`src/common/lcfs_pkg.sv`:
```
`default_nettype none
package lcfs_pkg;
  // ==========================================================================
  // sizes and counts
  localparam int unsigned NUM_CH = 4;
  localparam int unsigned TMO_W  = 5;
  // time-out in dimming periods, normal dimming
  localparam logic [4:0] TMO_NORMAL_CYC = 5'h06;
  // time-out in pass-through dimming, upper end of the allowed span
  localparam logic [4:0] TMO_PASS_CYC   = 5'h12;
  // reset values
  localparam logic [3:0] CH_EN_RST      = 4'h0;
  localparam logic [4:0] TMO_CNT_RST    = 5'h00;

  // per-channel comparator flags from the analog front end
  typedef struct packed {
    logic [NUM_CH-1:0] short_hi;   // sink voltage above short threshold
    logic [NUM_CH-1:0] at_target;  // current reached target
  } lcfs_ch_flags_t;

  // global flags
  typedef struct packed {
    logic ovlim;    // output_overvoltage_limit reached
    logic overtemp; // die at over-temperature
    logic pwm;      // dimming pwm signal
  } lcfs_glob_flags_t;

  // supervisor state
  typedef enum logic [2:0] {
    LCFS_IDLE = 3'h1,
    LCFS_RUN  = 3'h2,
    LCFS_OFF  = 3'h4
  } lcfs_state_t;
endpackage
`default_nettype wire

```
`src/rtl/lcfs_chan.sv`:
```
`timescale 1ns/1ns
`default_nettype none
// one channel fault latch with dimming-period time-out counter
module lcfs_chan (
  input  wire logic       clk_i,
  input  wire logic       rst_b_i,
  input  wire logic       run_i,
  input  wire logic       period_i,
  input  wire logic       pass_i,
  input  wire logic       short_hi_i,
  input  wire logic       at_target_i,
  input  wire logic       ovlim_i,
  output var  logic       fault_o
);
  logic       good_q, good_d;
  logic       fault_q, fault_d;
  logic [4:0] cnt_q, cnt_d;
  logic       open_cond;
  logic       bad;
  logic [4:0] limit;

  // ==========================================================================
  // next state
  always_comb
  begin
    good_d    = good_q;
    fault_d   = fault_q;
    cnt_d     = cnt_q;
    limit     = pass_i ? lcfs_pkg::TMO_PASS_CYC : lcfs_pkg::TMO_NORMAL_CYC;
    // open: was good and fell, or never good when limit reached
    open_cond = (good_q && !at_target_i) || (!good_q && ovlim_i);
    bad       = short_hi_i || open_cond;
    if (!run_i)
    begin
      good_d  = 1'b0;
      fault_d = 1'b0;
      cnt_d   = lcfs_pkg::TMO_CNT_RST;  // cleared by re-enable
    end
    else if (!fault_q)
    begin
      if (at_target_i)
        good_d = 1'b1;
      if (!bad)
        cnt_d = lcfs_pkg::TMO_CNT_RST;
      else if (period_i)
      begin
        cnt_d = cnt_q + 5'h01;  // one step per dimming period
        if (cnt_d >= limit)
          fault_d = 1'b1;
      end
    end
  end

  always_ff @(posedge clk_i or negedge rst_b_i)
  begin
    if (!rst_b_i)
    begin
      good_q  <= 1'b0;
      fault_q <= 1'b0;
      cnt_q   <= lcfs_pkg::TMO_CNT_RST;
    end
    else
    begin
      good_q  <= good_d;
      fault_q <= fault_d;
      cnt_q   <= cnt_d;
    end
  end

  assign fault_o = fault_q;
endmodule
`default_nettype wire

```
`src/rtl/lcfs_top.sv`:
```
// Notes on behaviour
// - a shorted channel below the short threshold without over-temperature stays driven.
// - over-temperature with a short below threshold turns all channels off until re-enable or reset.
// - a channel above the short threshold faults out after 6 periods, or 18 in pass-through.
// - an open channel times out after 6 periods (18 pass-through) and is switched off.
// - a zener-bypassed open channel below threshold without over-temperature stays on.
// - over-temperature in the zener-bypassed case switches all channels off.
// - another channel pushed above the short threshold switches off after its time-out.
// - over-temperature from mismatch switches all channels off.
// - over the output limit current stays normal and lacking channels fault out on time-out.
// - a channel is good at target, open on a later drop, open at the limit if not good.
// - over-temperature at the die limit stops boosting and turns off the sinks.
`timescale 1ns/1ns
`default_nettype none
module lcfs_top (
  input  wire logic                     clk_i,
  input  wire logic                     rst_b_i,
  input  wire logic                     enable_i,
  input  wire logic                     pass_through_dimming_i,
  input  wire lcfs_pkg::lcfs_ch_flags_t   ch_flags_i,
  input  wire lcfs_pkg::lcfs_glob_flags_t glob_flags_i,
  output var  logic [3:0]               ch_en_o,
  output var  logic                     boost_en_o,
  output var  logic                     shutdown_o
);
  // ==========================================================================
  // input synchronisers, two flops per pin
  lcfs_pkg::lcfs_ch_flags_t   ch_s1_q;
  lcfs_pkg::lcfs_ch_flags_t   ch_s2_q;
  lcfs_pkg::lcfs_glob_flags_t gl_s1_q;
  lcfs_pkg::lcfs_glob_flags_t gl_s2_q;
  logic                       en_s1_q;
  logic                       en_s2_q;
  logic                       pt_s1_q;
  logic                       pt_s2_q;

  // channel comparator flags
  always_ff @(posedge clk_i or negedge rst_b_i)
  begin
    if (!rst_b_i)
    begin
      ch_s1_q <= '0;
      ch_s2_q <= '0;
    end
    else
    begin
      ch_s1_q <= ch_flags_i;
      ch_s2_q <= ch_s1_q;
    end
  end

  // global comparator flags and dimming pwm
  always_ff @(posedge clk_i or negedge rst_b_i)
  begin
    if (!rst_b_i)
    begin
      gl_s1_q <= '0;
      gl_s2_q <= '0;
    end
    else
    begin
      gl_s1_q <= glob_flags_i;
      gl_s2_q <= gl_s1_q;
    end
  end

  // chip enable
  always_ff @(posedge clk_i or negedge rst_b_i)
  begin
    if (!rst_b_i)
    begin
      en_s1_q <= 1'b0;
      en_s2_q <= 1'b0;
    end
    else
    begin
      en_s1_q <= enable_i;
      en_s2_q <= en_s1_q;
    end
  end

  // pass-through dimming mode select
  always_ff @(posedge clk_i or negedge rst_b_i)
  begin
    if (!rst_b_i)
    begin
      pt_s1_q <= 1'b0;
      pt_s2_q <= 1'b0;
    end
    else
    begin
      pt_s1_q <= pass_through_dimming_i;
      pt_s2_q <= pt_s1_q;
    end
  end

  // ==========================================================================
  // dimming period detector
  logic pwm_prev_q;
  logic pwm_prev_d;
  logic period;

  // one pulse per dimming period, on the rising pwm edge
  always_comb
  begin
    pwm_prev_d = gl_s2_q.pwm;
    period     = gl_s2_q.pwm && !pwm_prev_q;
  end

  // previous pwm level
  always_ff @(posedge clk_i or negedge rst_b_i)
  begin
    if (!rst_b_i)
      pwm_prev_q <= 1'b0;
    else
      pwm_prev_q <= pwm_prev_d;
  end

  // ==========================================================================
  // supervisor state machine
  lcfs_pkg::lcfs_state_t state_q;
  lcfs_pkg::lcfs_state_t state_d;
  logic                  run;

  // channel latches only count while running
  assign run = (state_q == lcfs_pkg::LCFS_RUN);

  // next state from enable and over-temperature
  always_comb
  begin
    state_d = state_q;
    unique case (state_q)
      lcfs_pkg::LCFS_IDLE:
      begin
        if (en_s2_q && !gl_s2_q.overtemp)
          state_d = lcfs_pkg::LCFS_RUN;
      end
      lcfs_pkg::LCFS_RUN:
      begin
        if (!en_s2_q)
          state_d = lcfs_pkg::LCFS_IDLE;
        else if (gl_s2_q.overtemp)
          state_d = lcfs_pkg::LCFS_OFF;  // all off
      end
      lcfs_pkg::LCFS_OFF:
      begin
        if (!en_s2_q)
          state_d = lcfs_pkg::LCFS_IDLE;  // left only by re-enable or reset
      end
      default:
      begin
        state_d = lcfs_pkg::LCFS_IDLE;
      end
    endcase
  end

  // state register
  always_ff @(posedge clk_i or negedge rst_b_i)
  begin
    if (!rst_b_i)
      state_q <= lcfs_pkg::LCFS_IDLE;
    else
      state_q <= state_d;
  end

  // ==========================================================================
  // output enables
  logic [3:0] fault;
  logic [3:0] ch_en_q;
  logic [3:0] ch_en_d;
  logic       boost_q;
  logic       boost_d;
  logic       shut_q;
  logic       shut_d;

  // outputs follow the next state so they change together with it
  always_comb
  begin
    // healthy channels keep running regardless of short/open flags
    ch_en_d = (state_d == lcfs_pkg::LCFS_RUN) ? ~fault : lcfs_pkg::CH_EN_RST;
    // boost keeps running over the limit; stops on over-temperature
    boost_d = (state_d == lcfs_pkg::LCFS_RUN) && (ch_en_d != 4'h0);
    shut_d  = (state_d == lcfs_pkg::LCFS_OFF);
  end

  // output registers
  always_ff @(posedge clk_i or negedge rst_b_i)
  begin
    if (!rst_b_i)
    begin
      ch_en_q <= lcfs_pkg::CH_EN_RST;
      boost_q <= 1'b0;
      shut_q  <= 1'b0;
    end
    else
    begin
      ch_en_q <= ch_en_d;
      boost_q <= boost_d;
      shut_q  <= shut_d;
    end
  end

  // ==========================================================================
  // per-channel fault latches
  genvar g;
  generate
    for (g = 0; g < 4; g++)
    begin : g_ch
      lcfs_chan u_chan (
        .clk_i      (clk_i),
        .rst_b_i    (rst_b_i),
        .run_i      (run),
        .period_i   (period),
        .pass_i     (pt_s2_q),
        .short_hi_i (ch_s2_q.short_hi[g]),
        .at_target_i(ch_s2_q.at_target[g]),
        .ovlim_i    (gl_s2_q.ovlim),
        .fault_o    (fault[g])
      );
    end
  endgenerate

  assign ch_en_o    = ch_en_q;
  assign boost_en_o = boost_q;
  assign shutdown_o = shut_q;
endmodule
`default_nettype wire

```
`config.mk`:
```
export PLATFORM = sky130hd
export DESIGN_NAME = lcfs_top
export DESIGN_NICKNAME = d
export VERILOG_FILES = /design/src/common/lcfs_pkg.sv /design/src/rtl/lcfs_chan.sv /design/src/rtl/lcfs_top.sv
export SDC_FILE = /design/constraint.sdc
export NUM_CORES = 1
export LEC_CHECK = 0
export ABC_AREA = 1
export BUFFER_PORTS_ARGS = -buffer_cell sky130_fd_sc_hd__buf_2
export CORE_ASPECT_RATIO = 0.6
export CORE_MARGIN = 3
export CORE_UTILIZATION = 45
export DETAILED_ROUTE_END_ITERATION = 10
export HOLD_SLACK_MARGIN = 0.06
export PLACE_DENSITY = 0.72
export SLEW_MARGIN = 20
export SYNTH_ARGS = -nofsm -noshare
export SYNTH_HDL_FRONTEND = slang
export SYNTH_SLANG_ARGS = --single-unit
```
`constraint.sdc`:
```
create_clock -name clk_i -period 3.08 [get_ports clk_i]
set_clock_uncertainty 0.15 [all_clocks]
set_input_delay 0.308 -clock clk_i [delete_from_list [all_inputs] [get_ports clk_i]]
set_output_delay 0.308 -clock clk_i [all_outputs]
set_load 0.03 [all_outputs]
```
; ---- Word-level counts from Yosys, hierarchy flattened
; Index checks and enable logic that the tools add are counted.
[word_totals]
wordCells = 150
register_bits = 64
in_bits = 15
[op_classes]
add_sub_neg = 4
magnitude_cmp = 4
n_mux = 55
bitwise = 1
eq_ne = 17
reduce_logical = 38
[op_table]
columns = cell, count
row1 = $mux W5, 17
row2 = $mux W1, 32
row3 = $add A5 B1 Y5 const B, 4
row4 = $ge A5 B5 Y1, 4
row5 = $ne A2 B2 Y1 const B, 8
row6 = $reduce_and A2 Y1, 8
row7 = $mux W3, 4
row8 = $ne A3 B3 Y1 const B, 4
row9 = $logic_and A1 B1 Y1, 11
row10 = $logic_not A1 Y1, 10
row11 = $pmux W3 S3, 1
row12 = $logic_or A1 B1 Y1, 8
row13 = $eq A3 B2 Y1 const B, 2
row14 = $eq A3 B3 Y1 const B, 2
row15 = $mux W4, 1
row16 = $not A4 Y4, 1
row17 = $reduce_bool A4 Y1, 1
row18 = $eq A3 B1 Y1 const B, 1

; ---- Logic depth before layout (Yosys ltp)
; Gate-level depths: netlist (run 1).
[logic_depth]
word_depth = 8
mapped_depth = 10

; ---- Hierarchy
; A second synthesis (run 1) with hierarchy kept.
[unflattened]
cells_unflattened = 338
area_unflattened_um2 = 2990.4
[by_module_without_submodules]
columns = mod, area_per_inst_um2, cells_per_inst, n_inst
row1 = lcfs_chan, 479.2, 67, 4
row2 = lcfs_top, 1073.5, 70, 1

; ---- Worst setup path after synthesis (run 1)
; No wires, ideal clock.
[synth_timing]
path_kind = register to register
from = register g_ch[3].u_chan.cnt_q[0]
to = register g_ch[3].u_chan.fault_q
setup_time_ns = 0.116
path_slack_ns = 1.377
path_stages_with_launch = 10
arrival_ns = 1.437
cell_sequence = dfrtp_1 -> ha_1 -> xor2_1 -> ha_1 -> a21oi_1 -> nand2_1 -> nand2_1 -> nand2_1 -> nand2_1 -> nand2_1
[synth_via]
elab_chain_len = 7
[synth_rtl]
columns = element, line
row1 = from (decl), lcfs_chan.sv:17  ; logic [4:0] cnt_q, cnt_d;
row2 = from (signal assigned), lcfs_chan.sv:60  ; cnt_q <= lcfs_pkg::TMO_CNT_RST;
row3 = from (signal assigned), lcfs_chan.sv:66  ; cnt_q <= cnt_d;
row4 = $add A5 B1 Y5, lcfs_chan.sv:47  ; cnt_d = cnt_q + 5'h01;
row5 = $ge A5 B5 Y1, lcfs_chan.sv:48  ; if (cnt_d >= limit)
row6 = $mux W1, lcfs_chan.sv:48
row7 = $mux W1, lcfs_chan.sv:45  ; else if (period_i)
row8 = $mux W1, lcfs_chan.sv:43  ; if (!bad)
row9 = $mux W1, lcfs_chan.sv:39  ; else if (!fault_q)
row10 = $mux W1, lcfs_chan.sv:33  ; if (!run_i)
row11 = named net g_ch[3].u_chan.fault_d, lcfs_chan.sv:16  ; logic fault_q, fault_d;
row12 = to (signal assigned), lcfs_chan.sv:65  ; fault_q <= fault_d;
row13 = to (decl), lcfs_chan.sv:16
; The timed path passes the listed nets, and every way through them passes these cells.
; A chain may end at the register's enable or synchronous reset.

; ---- Worst setup path after layout (run 1)
; Same ends and word-level chain as after synthesis.

==> results of run 1 <==
-- kinds of logic (layout without fill, tap and decap cells) --
| logic type | after synthesis | count (layout) |
|---|---|---|
| and+or+nand+nor | 119 | 119 |
| DFF | 64 | 64 |
| buffers and inverters | 53 | 103 |
| AOI/OAI and AO/OA | 34 | 34 |
| adders and majority gates | 16 | 16 |
| xor gates and xnor gates | 8 | 8 |
-- timing repair --
item / CTS / global route
hold buffers: 14 / 0
hold endpoints to repair: 57 / 0
resized for setup: 0 / 0
-- state kept, by name, indices dropped and copies added (netlist names), 2 cells and up --
signal,cells
ch_en_o,4
ch_s1_q,8
ch_s2_q,8
g_ch.u_chan.cnt_q,20
g_ch.u_chan.fault_o,4
g_ch.u_chan.good_q,4
gl_s1_q,3
gl_s2_q,2
state_q,3
-- per-stage QoR --
stage | total power [mW] | instance area (sq um) | worst slack [ns]
5_1_grt | 1.91 | 3470 | 1.12
3_3_place_gp | 1.11 | 3130 | 1.31
6_report | 1.82 | 3470 | 1.27
3_5_place_dp | 1.12 | 3130 | 1.28
4_1_cts | 1.85 | 3460 | 1.28
2_1_floorplan | 1.06 | 2930 | 1.38
-- cell usage after synthesis, drive strengths merged --
cell type	instances	area [sq um]
nor2	20	135
buf	1	15.0
o21ai	20	153
o2111ai	1	8.76
clkinv	1	3.75
dfstp	1	26.3
a21oi	12	82.6
nand2	81	349
nand4	6	37.5
xnor2	1	8.76
nand3	12	72.6
a41oi	1	8.76
dfrtp	63	1580
inv	51	191
ha	16	200
xor2	7	61.3
-- critical path, stage by stage (launching register included) --
cell and delay (ns):
dfrtp_1 0.45, ha_1 0.26, xor2_1 0.21, ha_1 0.26, a21oi_1 0.14, nand2_1 0.07, nand2_1 0.05, nand2_1 0.04
nand2_1 0.05, nand2_1 0.04
-- how the worst max path moves through the flow --
stage                                                    from                               end  slack, ns  cells after the start
after detailed placement  g_ch[3].u_chan.cnt_q[0]$_DFFE_PN0P_  g_ch[3].u_chan.fault_o$_DFF_PN0_       1.28                      9
after CTS                 g_ch[3].u_chan.cnt_q[0]$_DFFE_PN0P_  g_ch[3].u_chan.fault_o$_DFF_PN0_       1.28                      9
after global placement    g_ch[3].u_chan.cnt_q[0]$_DFFE_PN0P_  g_ch[3].u_chan.fault_o$_DFF_PN0_       1.31                      9
after floorplan           g_ch[3].u_chan.cnt_q[0]$_DFFE_PN0P_  g_ch[3].u_chan.fault_o$_DFF_PN0_       1.38                      9
after global routing      g_ch[3].u_chan.cnt_q[0]$_DFFE_PN0P_  g_ch[3].u_chan.fault_o$_DFF_PN0_       1.12                      9
final                     g_ch[3].u_chan.cnt_q[0]$_DFFE_PN0P_  g_ch[3].u_chan.fault_o$_DFF_PN0_       1.27                      9
-- layer usage --
layer	vias up	GRT usage, %	wire [um]
li1	1005	-	-
met2	34	23.8	2240
met1	894	22.2	2520
met4	0	5.99	67
met5	-	0	0
met3	8	5.67	202
-- report_power, final --
part | total [mW] | switching [mW] | internal, mW
Combinational | 0.201 | 0.136 | 0.0651
Sequential | 0.911 | 0.0230 | 0.888
Clock | 0.705 | 0.328 | 0.378
-- area by class of cell --
type / count / area, sq um / share of cell area (%)
inverters: 52 / 195 / 5.63
clock inverters: 6 / 68.8 / 1.98
multi-input cells: 177 / 1120 / 32.2
flip-flops and latches: 64 / 1600 / 46.2
well taps: 84 / 105 / 3.03
clock buffers: 10 / 128 / 3.68
repair buffers: 35 / 250 / 7.22
-- cells in the final DEF, fill, tap and decap left out --
cell           synthesis  layout
inv_2                  6       6
dfrtp_1               63      63
ha_1                  16      16
o2111ai_1              1       1
nand2_1               69      69
inv_1                 45      45
xor2_1                 7       7
clkinvlp_4             0       1
o21ai_0                4       4
inv_6                  0       1
dlygate4sd3_1          0      14
clkinv_4               0       2
a41oi_1                1       1
nor2_4                 8       8
o21ai_2               14      14
o21ai_1                2       2
bufinv_16              0       1
nand3_1               11      11
nand2_2                9       9
dfstp_2                1       1
clkinv_1               1       1
buf_2                  0      19
clkbuf_1               0       1
a21oi_1               10      10
buf_4                  0       2
nand2_4                3       3
clkbuf_8               0       9
xnor2_1                1       1
clkinv_2               0       1
nand4_1                6       6
nor2_1                12      12
a21oi_4                2       2
nand3_4                1       1
==> results.py, run 1 <==
metrics = {
    "logic_synthesis": {
        "synth-xor-area-share_pct": 2.39,
        "synthSimpleGateAreaFrac_pct": 20.3,
        "synth_compound_area_share_pct": 8.63,
        "ys.warnings.count": 0,
        "ys_seq_area_share_pct": 54.7,
        "synthMuxAreaShare_pct": 0,
        "ys_seq_elements": 64,
        "synth_fa_ha_area_share_pct": 6.83,
        "synth_cells": 294,
        "synth_top_family_by_area": "simple AND/OR/NAND/NOR gates",
        "avgSynthCellArea_sq_um": 9.97,
        "yosysUniqueCellTypes": 24,
        "synth_area_sq_um": 2930,
        "synth_nets": 325,
    },
    "layout": {
        "fillers": 539,
        "antenna_cells": 0,
        "layout.cells.non_filler": 428,
        "num-nets-final": 370,
        "final_util_pct": 56.0,
        "post_route_cells_drive_above_1_share_pct": 23.3,
        "area_growth_pct": 18.3,
    },
    "clock_tree": {
        "clk_latency_ns": 0.34,
        "tritoncts": "done",
        "path_clk_slew_ns": 0.07,
        "cts.sinks": 64,
        "clockBufferDepth": 2,
        "cts_buffers": 9,
        "htreeDepth": 3,
        "root_buffer": "clkbuf_8",
        "postCtsSetupBuffers": 0,
    },
    "grt": {
        "gr-total-overflow": 0,
        "grt_pass1_wl_mm": 9.05,
        "first_global_vias": 1938,
        "grt_max_degree": 47,
        "antenna_found_initial": 0,
        "grt_use_total_pct": 16.1,
    },
    "sta": {
        "fin_tns_setup_ns": 0,
        "fmax_ghz": 0.553,
        "slew_headroom_pct": 60.9,
        "min_period_ns": 1.81,
        "whs_ns": 0.202,
        "rsz0062_at_grt": "no",
        "finalCritPeriodShare_pct": 58.7,
        "setup_violations": 0,
        "hold_viol": 0,
        "worstMarginPinSlew_ns": 0.586,
        "drv_slew": 0,
    },
    "power_and_ir_drop": {
        "p_per_area_nw_per_um2": 524,
        "leakagePower_nw": 1.78,
        "ir_drop_mv": 0.307,
    },
    "setup_path": {
        "crit_required_ns": 3.17,
        "regToRegSetupSlack_ns": 1.27,
        "cp-end-kind": "flop",
        "path_max_fanout": 6,
        "reg2reg_depth": 9,
        "arrival_ns": 1.90,
        "reg2reg_from": "g_ch[3].u_chan.cnt_q[0]$_DFFE_PN0P_",
        "rr_endpoint": "g_ch[3].u_chan.fault_o$_DFF_PN0_",
        "start_kind": "flop",
        "criticalPathCategory": "flop to flop",
    },
    "die": {
        "core-area_sq_um": 6190,
        "start_util_pct": 47.3,
        "num_rows": 22,
        "io_pins": 21,
        "die_w_um": 110,
        "die_h_um": 68.5,
        "dieArea_sq_um": 7550,
    },
    "route": {
        "drc_errors": 0,
        "num_vias": 1941,
        "ant_nets": 0,
        "wire_per_inst_um": 11.8,
        "wl_mm": 5.03,
        "viasPerCell": 4.54,
        "drt-pass1-iter-count": 4,
        "drt_iter0_drc": 75,
    },
    "hold_path": {
        "min_to": "ch_s2_q[1]$_DFF_PN0_",
        "whs_path_depth": 0,
        "min_from": "ch_s1_q[1]$_DFF_PN0_",
        "min_path_type": "flop to flop",
    },
    "run": {
        "maxCapViolations": 0,
    },
    "run_status": {
        "status": "complete, no violations",
    },
    "place": {
        "dp_cells": 398,
        "io_buffer_count": 20,
        "hpwl_mm": 3.55,
        "place.gp.congestion": 0.788,
    },
}
No activity file was read; power rests on OpenSTA's default activity.
==> run 2: changes to the inputs <==
--- a/config.mk
+++ b/config.mk
@@ -5,7 +5,7 @@
 export SDC_FILE = /design/constraint.sdc
 export NUM_CORES = 1
 export LEC_CHECK = 0
-export ABC_AREA = 1
+export ABC_AREA = 0
 export BUFFER_PORTS_ARGS = -buffer_cell sky130_fd_sc_hd__buf_2
 export CORE_ASPECT_RATIO = 0.6
 export CORE_MARGIN = 3
==> constraint.sdc (replaced) <==
create_clock -name clk_i -period 1.85 [get_ports clk_i]
set_clock_uncertainty 0.15 [all_clocks]
set_input_delay 0.185 -clock clk_i [delete_from_list [all_inputs] [get_ports clk_i]]
set_output_delay 0.185 -clock clk_i [all_outputs]
set_load 0.03 [all_outputs]
==> run 2 against run 1 <==
Sequential share of layout area fell by 1.7 points. Count of clock-buffer cells in the layout grew 3. Critical path depth shrank 4. Flip-flop and latch count did not move. Power up 59%. Global-route usage grew 1.8 points. Synthesized cell count fell by 19%. Clock power is 72% higher. Area after synthesis decreased by 2.9%. Utilization increased by 5.7 points. Sequential power rose by 61%. Die area decreased by 2.7%. Critical path type unchanged. Critical endpoint unchanged. Largest power group unchanged.
==> results.py, run 2 <==
metrics = {
    "run_status": {
        "status": "complete, no violations",
    },
    "die": {
        "dieArea_sq_um": 7340,
        "io_pins": 21,
        "core-area_sq_um": 5830,
        "start_util_pct": 48.8,
        "die_h_um": 67.6,
        "die_w_um": 109,
        "num_rows": 21,
    },
    "route": {
        "drt-pass1-iter-count": 4,
        "wl_mm": 5.75,
        "drt_iter0_drc": 134,
        "ant_nets": 0,
        "wire_per_inst_um": 15.2,
        "wl_met3_um": 393,
        "viasPerCell": 5.36,
        "wl_met2_mm": 2.49,
        "drt-met1-wl_mm": 2.76,
        "highest_layer": "met4",
        "drc_errors": 0,
        "num_vias": 2033,
    },
    "sta": {
        "setup_violations": 0,
        "slew_headroom_pct": 73.2,
        "worst_slack_ns": 0.0130,
        "min_period_ns": 1.84,
        "hold_viol": 0,
        "drv_slew": 0,
        "finalCritPeriodShare_pct": 99.3,
        "rsz0062_at_grt": "yes",
        "worstMarginPinSlew_ns": 0.400,
        "whs_ns": 0.188,
        "fmax_ghz": 0.544,
        "fin_tns_setup_ns": 0,
    },
    "grt": {
        "grt_use_total_pct": 17.9,
        "gr-total-overflow": 0,
        "grt_pass1_wl_mm": 9.78,
        "grt_max_degree": 65,
        "first_global_vias": 2052,
        "antenna_found_initial": 0,
    },
    "logic_synthesis": {
        "synth_top_area_share_pct": 55.4,
        "ys_seq_elements": 64,
        "avgSynthCellArea_sq_um": 12.0,
        "async_flop_share_pct": 100,
        "synth_edf_count": 0,
        "synth_cells": 238,
        "ys.warnings.count": 0,
        "yosysMostFrequentCell": "dfrtp_1",
        "synthTopCellsByCount": "63 x dfrtp_1, 21 x nor2_1, 20 x nand3_1",
        "yosysTopAreaCell": "dfrtp_1",
        "synth_top_cells_by_area": "dfrtp_1 55%, ha_1 7.0%, nand3_1 3.5%, nand2b_1 2.9%, nor2_1 2.8%",
        "synth_flop_cell": "dfrtp_1",
        "synth_area_sq_um": 2850,
        "synth_nets": 269,
        "ys_seq_area_share_pct": 56.3,
        "yosysUniqueCellTypes": 35,
    },
    "setup_path": {
        "criticalPathCategory": "flop to flop",
        "crit_required_ns": 1.91,
        "start_kind": "flop",
        "arrival_ns": 1.90,
        "path_max_fanout": 4,
        "cp-end-kind": "flop",
    },
    "clock_tree": {
        "htreeDepth": 3,
        "clk_latency_ns": 0.35,
        "tritoncts": "done",
        "cts_buffers": 9,
        "root_buffer": "clkbuf_8",
        "cts.sinks": 64,
        "path_clk_slew_ns": 0.07,
        "clockBufferDepth": 2,
    },
    "layout": {
        "area_growth_pct": 26.5,
        "layout_commonest_cell": "dfrtp_1",
        "num-nets-final": 325,
        "fillers": 492,
        "antenna_cells": 0,
        "post_route_cells_drive_above_1_share_pct": 25.1,
        "final_cell_mix": "63 x dfrtp_1, 21 x nor2_1, 20 x buf_2",
        "top_regs": "g_ch.u_chan.cnt_q: 20 flops, ch_s1_q: 8 flops, ch_s2_q: 8 flops",
        "largest_reg_flops": 20,
        "top_register": "g_ch.u_chan.cnt_q",
    },
    "place": {
        "io_buffer_count": 20,
        "place.gp.congestion": 0.845,
        "place_ws_ns": -0.260,
        "hpwl_mm": 3.71,
    },
    "hold_path": {
        "min_path_type": "flop to flop",
    },
    "power_and_ir_drop": {
        "leakagePower_nw": 1.59,
        "p_per_area_nw_per_um2": 802,
        "power_mw": 2.89,
        "ir_drop_mv": 0.495,
    },
    "run": {
        "maxCapViolations": 0,
    },
}
run 2: worst paths after layout:
path / cells after the start / slack (ns) / from / to
worst max-delay path: 5 / 0.01 / g_ch[3].u_chan.cnt_q[0]$_DFFE_PN0P_ / g_ch[3].u_chan.fault_o$_DFF_PN0_
worst min-delay path: 0 / 0.19 / en_s1_q$_DFF_PN0_ / en_s2_q$_DFF_PN0_
worst max register to register: 5 / 0.01 / g_ch[3].u_chan.cnt_q[0]$_DFFE_PN0P_ / g_ch[3].u_chan.fault_o$_DFF_PN0_
worst min register to register: 0 / 0.19 / en_s1_q$_DFF_PN0_ / en_s2_q$_DFF_PN0_
max in group asynchronous: 3 / 1.03 / rst_b_i / state_q[0]$_DFF_PN1_
min in group asynchronous: 3 / 0.23 / rst_b_i / shutdown_o$_DFF_PN0_
run 2: stage by stage:
stage	cells	utilization (%)	area (sq um)
after detailed placement	348	53.8	3140
after global routing	379	61.7	3600
final	379	61.7	3600
after global placement	348	53.8	3140
after floorplan	238	-	2850
after CTS	379	60.4	3520
run 2: per-layer routing:
metal | vias up | GRT usage, %
li1 | 975 | -
met1 | 989 | 23.9
met2 | 55 | 26.1
met3 | 14 | 6.97
met4 | 0 | 7.56
met5 | - | 0
run 2: final cells by class:
type / count / area [sq um] / share of cell area (%)
Sequential cell: 64 / 1600 / 44.5
Multi-Input combinational cell: 159 / 1270 / 35.4
Timing Repair Buffer: 50 / 385 / 10.7
Clock buffer: 13 / 159 / 4.41
Tap cell: 80 / 100 / 2.78
Clock inverter: 3 / 40.0 / 1.11
Inverter: 10 / 37.5 / 1.04
run 2: repair_timing:
| item | in CTS | in global routing |
|---|---|---|
| hold endpoints to repair | 77 | 0 |
| pin swaps | 2 | 1 |
| resized for setup | 10 | 11 |
| hold buffers | 14 | 0 |
| cloned | 0 | 0 |
| buffers inserted | 1 | 0 |
| endpoints found under the setup margin | 3 | 4 |
run 2: cell families after synthesis:
| family | share of synthesized area (%) |
|---|---|
| simple gates | 18.0 |
| flops | 56.3 |
| compound gates | 11.4 |
| fa+ha+maj | 7.04 |
| buf+inv | 2.86 |
| xor+xnor | 4.00 |
| mux | 0.396 |
run 2: power by group:
group / internal, mW / switching (mW)
logic: 0.0853 / 0.117
registers: 1.44 / 0.0275
clock network: 0.692 / 0.519
run 2: critical path: stages (launching register included):
cell,delay [ns]
dfrtp_1,0.42
ha_4,0.19
xor2_1,0.16
ha_1,0.32
a2111oi_4,0.31
o22ai_1,0.15
==> run 3: changes to the inputs <==
--- a/config.mk
+++ b/config.mk
@@ -13,6 +13,7 @@
 export DETAILED_ROUTE_END_ITERATION = 10
 export HOLD_SLACK_MARGIN = 0.06
 export PLACE_DENSITY = 0.72
+export SETUP_SLACK_MARGIN = 0.15
 export SLEW_MARGIN = 20
 export SYNTH_ARGS = -nofsm -noshare
 export SYNTH_HDL_FRONTEND = slang
==> constraint.sdc (replaced) <==
create_clock -name clk_i -period 2.3 [get_ports clk_i]
set_clock_uncertainty 0.15 [all_clocks]
set_input_delay 0.23 -clock clk_i [delete_from_list [all_inputs] [get_ports clk_i]]
set_output_delay 0.23 -clock clk_i [all_outputs]
set_load 0.03 [all_outputs]
==> run 3 against run 2 <==
Global-route usage down 0.92 points. Utilization shrank 3.6 points. Critical path depth rose by 1. Sequential share of layout area rose by 2.7 points. Via count is 4.9% lower. Clock power down 12%. Non-clock buffer count fell by 14. Critical path type unchanged. Sequential power down 20%. Count of clock-buffer cells in the layout is 3 lower. Final cell count decreased by 3.7%. Combinational power decreased by 26%.
==> results.py, run 3 (synthesis results as in run 2) <==
metrics = {
    "setup_path": {
        "arrival_ns": 2.02,
        "criticalPathCategory": "flop to flop",
        "crit_required_ns": 2.37,
        "crit_path_max_incr_delay_ns": 0.44,
        "crit_chain": "ha_1 > nand3_1 > xnor2_1 > ha_1 > a2111oi_1 > o22ai_1",
        "start_kind": "flop",
        "cp_slowest_cell": "dfrtp_1",
        "path_max_fanout": 5,
        "cp-end-kind": "flop",
        "crit_buf_inv": 0,
        "cp_top_family": "adder cells",
        "cp_common_cell": "ha_1",
    },
    "layout": {
        "post_route_cells_drive_above_1_share_pct": 17.5,
        "final_cell_mix": "63 x dfrtp_1, 21 x nor2_1, 20 x nand3_1, 20 x buf_2, 16 x ha_1",
        "largest_reg_flops": 20,
        "antenna_cells": 0,
        "top_register": "g_ch.u_chan.cnt_q",
        "area_growth_pct": 19.2,
        "layout_commonest_cell": "dfrtp_1",
        "num-nets-final": 311,
        "top_regs": "g_ch.u_chan.cnt_q: 20 flops, ch_s1_q: 8 flops, ch_s2_q: 8 flops",
    },
    "run_status": {
        "status": "complete, no violations",
    },
    "power_and_ir_drop": {
        "clockPowerShare_pct": 44.6,
        "ir_drop_mv": 0.469,
        "power_frac_seq_pct": 49.2,
        "p_per_area_nw_per_um2": 710,
        "power_mw": 2.41,
        "switchingPower_mw": 0.552,
        "p_sw_share_pct": 22.9,
        "p_int_mw": 1.86,
        "leakagePower_nw": 1.51,
        "pwr-share-comb_pct": 6.3,
    },
    "sta": {
        "min_period_ns": 1.95,
        "fin_tns_setup_ns": 0,
        "rsz0062_at_grt": "no",
        "finalCritPeriodShare_pct": 85.0,
        "hold_viol": 0,
        "slew_headroom_pct": 55.0,
        "setup_violations": 0,
        "drv_slew": 0,
        "fmax_ghz": 0.512,
        "worstMarginPinSlew_ns": 0.673,
    },
    "clock_tree": {
        "cts.sinks": 64,
        "cts_buffers": 9,
        "clockBufferDepth": 2,
        "path_clk_slew_ns": 0.07,
        "tritoncts": "done",
        "root_buffer": "clkbuf_8",
        "clk_latency_ns": 0.35,
        "htreeDepth": 3,
    },
    "route": {
        "wire_per_inst_um": 14.8,
        "drc_errors": 0,
        "wl_mm": 5.41,
        "ant_nets": 0,
        "drt-pass1-iter-count": 4,
        "num_vias": 1933,
        "viasPerCell": 5.30,
        "drt_iter0_drc": 87,
    },
    "place": {
        "hpwl_mm": 3.53,
        "place.gp.congestion": 0.821,
        "io_buffer_count": 20,
    },
    "die": {
        "start_util_pct": 48.8,
        "die_h_um": 67.6,
        "die_w_um": 109,
        "io_pins": 21,
        "core-area_sq_um": 5830,
        "dieArea_sq_um": 7340,
        "num_rows": 21,
    },
    "grt": {
        "first_global_vias": 1915,
        "antenna_found_initial": 0,
        "grt_use_total_pct": 17.0,
        "gr-total-overflow": 0,
        "grt_pass1_wl_mm": 9.27,
        "grt_max_degree": 38,
    },
    "run": {
        "maxCapViolations": 0,
    },
    "hold_path": {
        "min_path_type": "flop to flop",
    },
}
==> run 3: cell count changes in the layout (fill, tap and decap cells not counted), sizes merged <==
cell	previous run	this run
clkbuf	13	10
bufinv	1	2
clkinvlp	0	1
buf	36	22
clkinv	2	3
==> run 3: power groups by stage <==
stage | logic, mW | registers [mW] | clock network [mW]
finish | 0.151 | 1.18 | 1.07
global route | 0.170 | 1.19 | 1.15
CTS | 0.153 | 1.18 | 1.09
detailed placement | 0.135 | 1.21 | 0
global placement | 0.133 | 1.20 | 0
floorplan | 0.0639 | 1.21 | 0
==> run 3: repair_timing <==
action                                  CTS  global route
buffers inserted                          0             0
hold endpoints to repair                 39             0
hold buffers                             14             0
endpoints found under the setup margin    0             2
gates resized for setup                   0             2
==> run 3: worst paths after layout <==
| check | slack [ns] | to | from | cells after the start |
|---|---|---|---|---|
| min in group asynchronous | 0.28 | shutdown_o$_DFF_PN0_ | rst_b_i | 2 |
| hold reg to reg | 0.19 | gl_s2_q[1]$_DFF_PN0_ | gl_s1_q[1]$_DFF_PN0_ | 0 |
| setup reg to reg | 0.35 | g_ch[0].u_chan.fault_o$_DFF_PN0_ | g_ch[0].u_chan.cnt_q[0]$_DFFE_PN0P_ | 6 |
| hold / removal | 0.19 | gl_s2_q[1]$_DFF_PN0_ | gl_s1_q[1]$_DFF_PN0_ | 0 |
| max in group asynchronous | 1.10 | ch_s2_q[1]$_DFF_PN0_ | rst_b_i | 3 |
| setup / recovery | 0.35 | g_ch[0].u_chan.fault_o$_DFF_PN0_ | g_ch[0].u_chan.cnt_q[0]$_DFFE_PN0P_ | 6 |
==> run 3: per-stage QoR <==
| stage | utilization (%) | instance area (sq um) | cells | setup slack [ns] | hold slack [ns] |
|---|---|---|---|---|---|
| 2_1_floorplan | - | 2850 | 238 | 0.479 | -0.216 |
| 3_3_place_gp | 51.9 | 3030 | 335 | 0.409 | 0.126 |
| 3_5_place_dp | 51.9 | 3030 | 335 | 0.338 | 0.136 |
| 4_1_cts | 58.1 | 3390 | 365 | 0.339 | 0.191 |
| 5_1_grt | 58.2 | 3390 | 365 | 0.185 | 0.206 |
| 6_report | 58.2 | 3390 | 365 | 0.345 | 0.193 |
==> run 3: area by class of cell <==
class	count	area, sq um
clock buffer	10	138
fill	502	2440
tap	80	100
inverter	10	37.5
multi-input combinational	159	1160
clock inverter	6	82.6
sequential	64	1600
timing repair buffer	36	268
==> run 3: metal layers <==
metal | vias to the layer above | track usage (%) | routed length [um]
met2 | 42 | 24.4 | 2310
li1 | 947 | - | -
met1 | 935 | 23.6 | 2700
met4 | 0 | 4.41 | 56
met5 | - | 0 | 0
met3 | 9 | 7.26 | 344
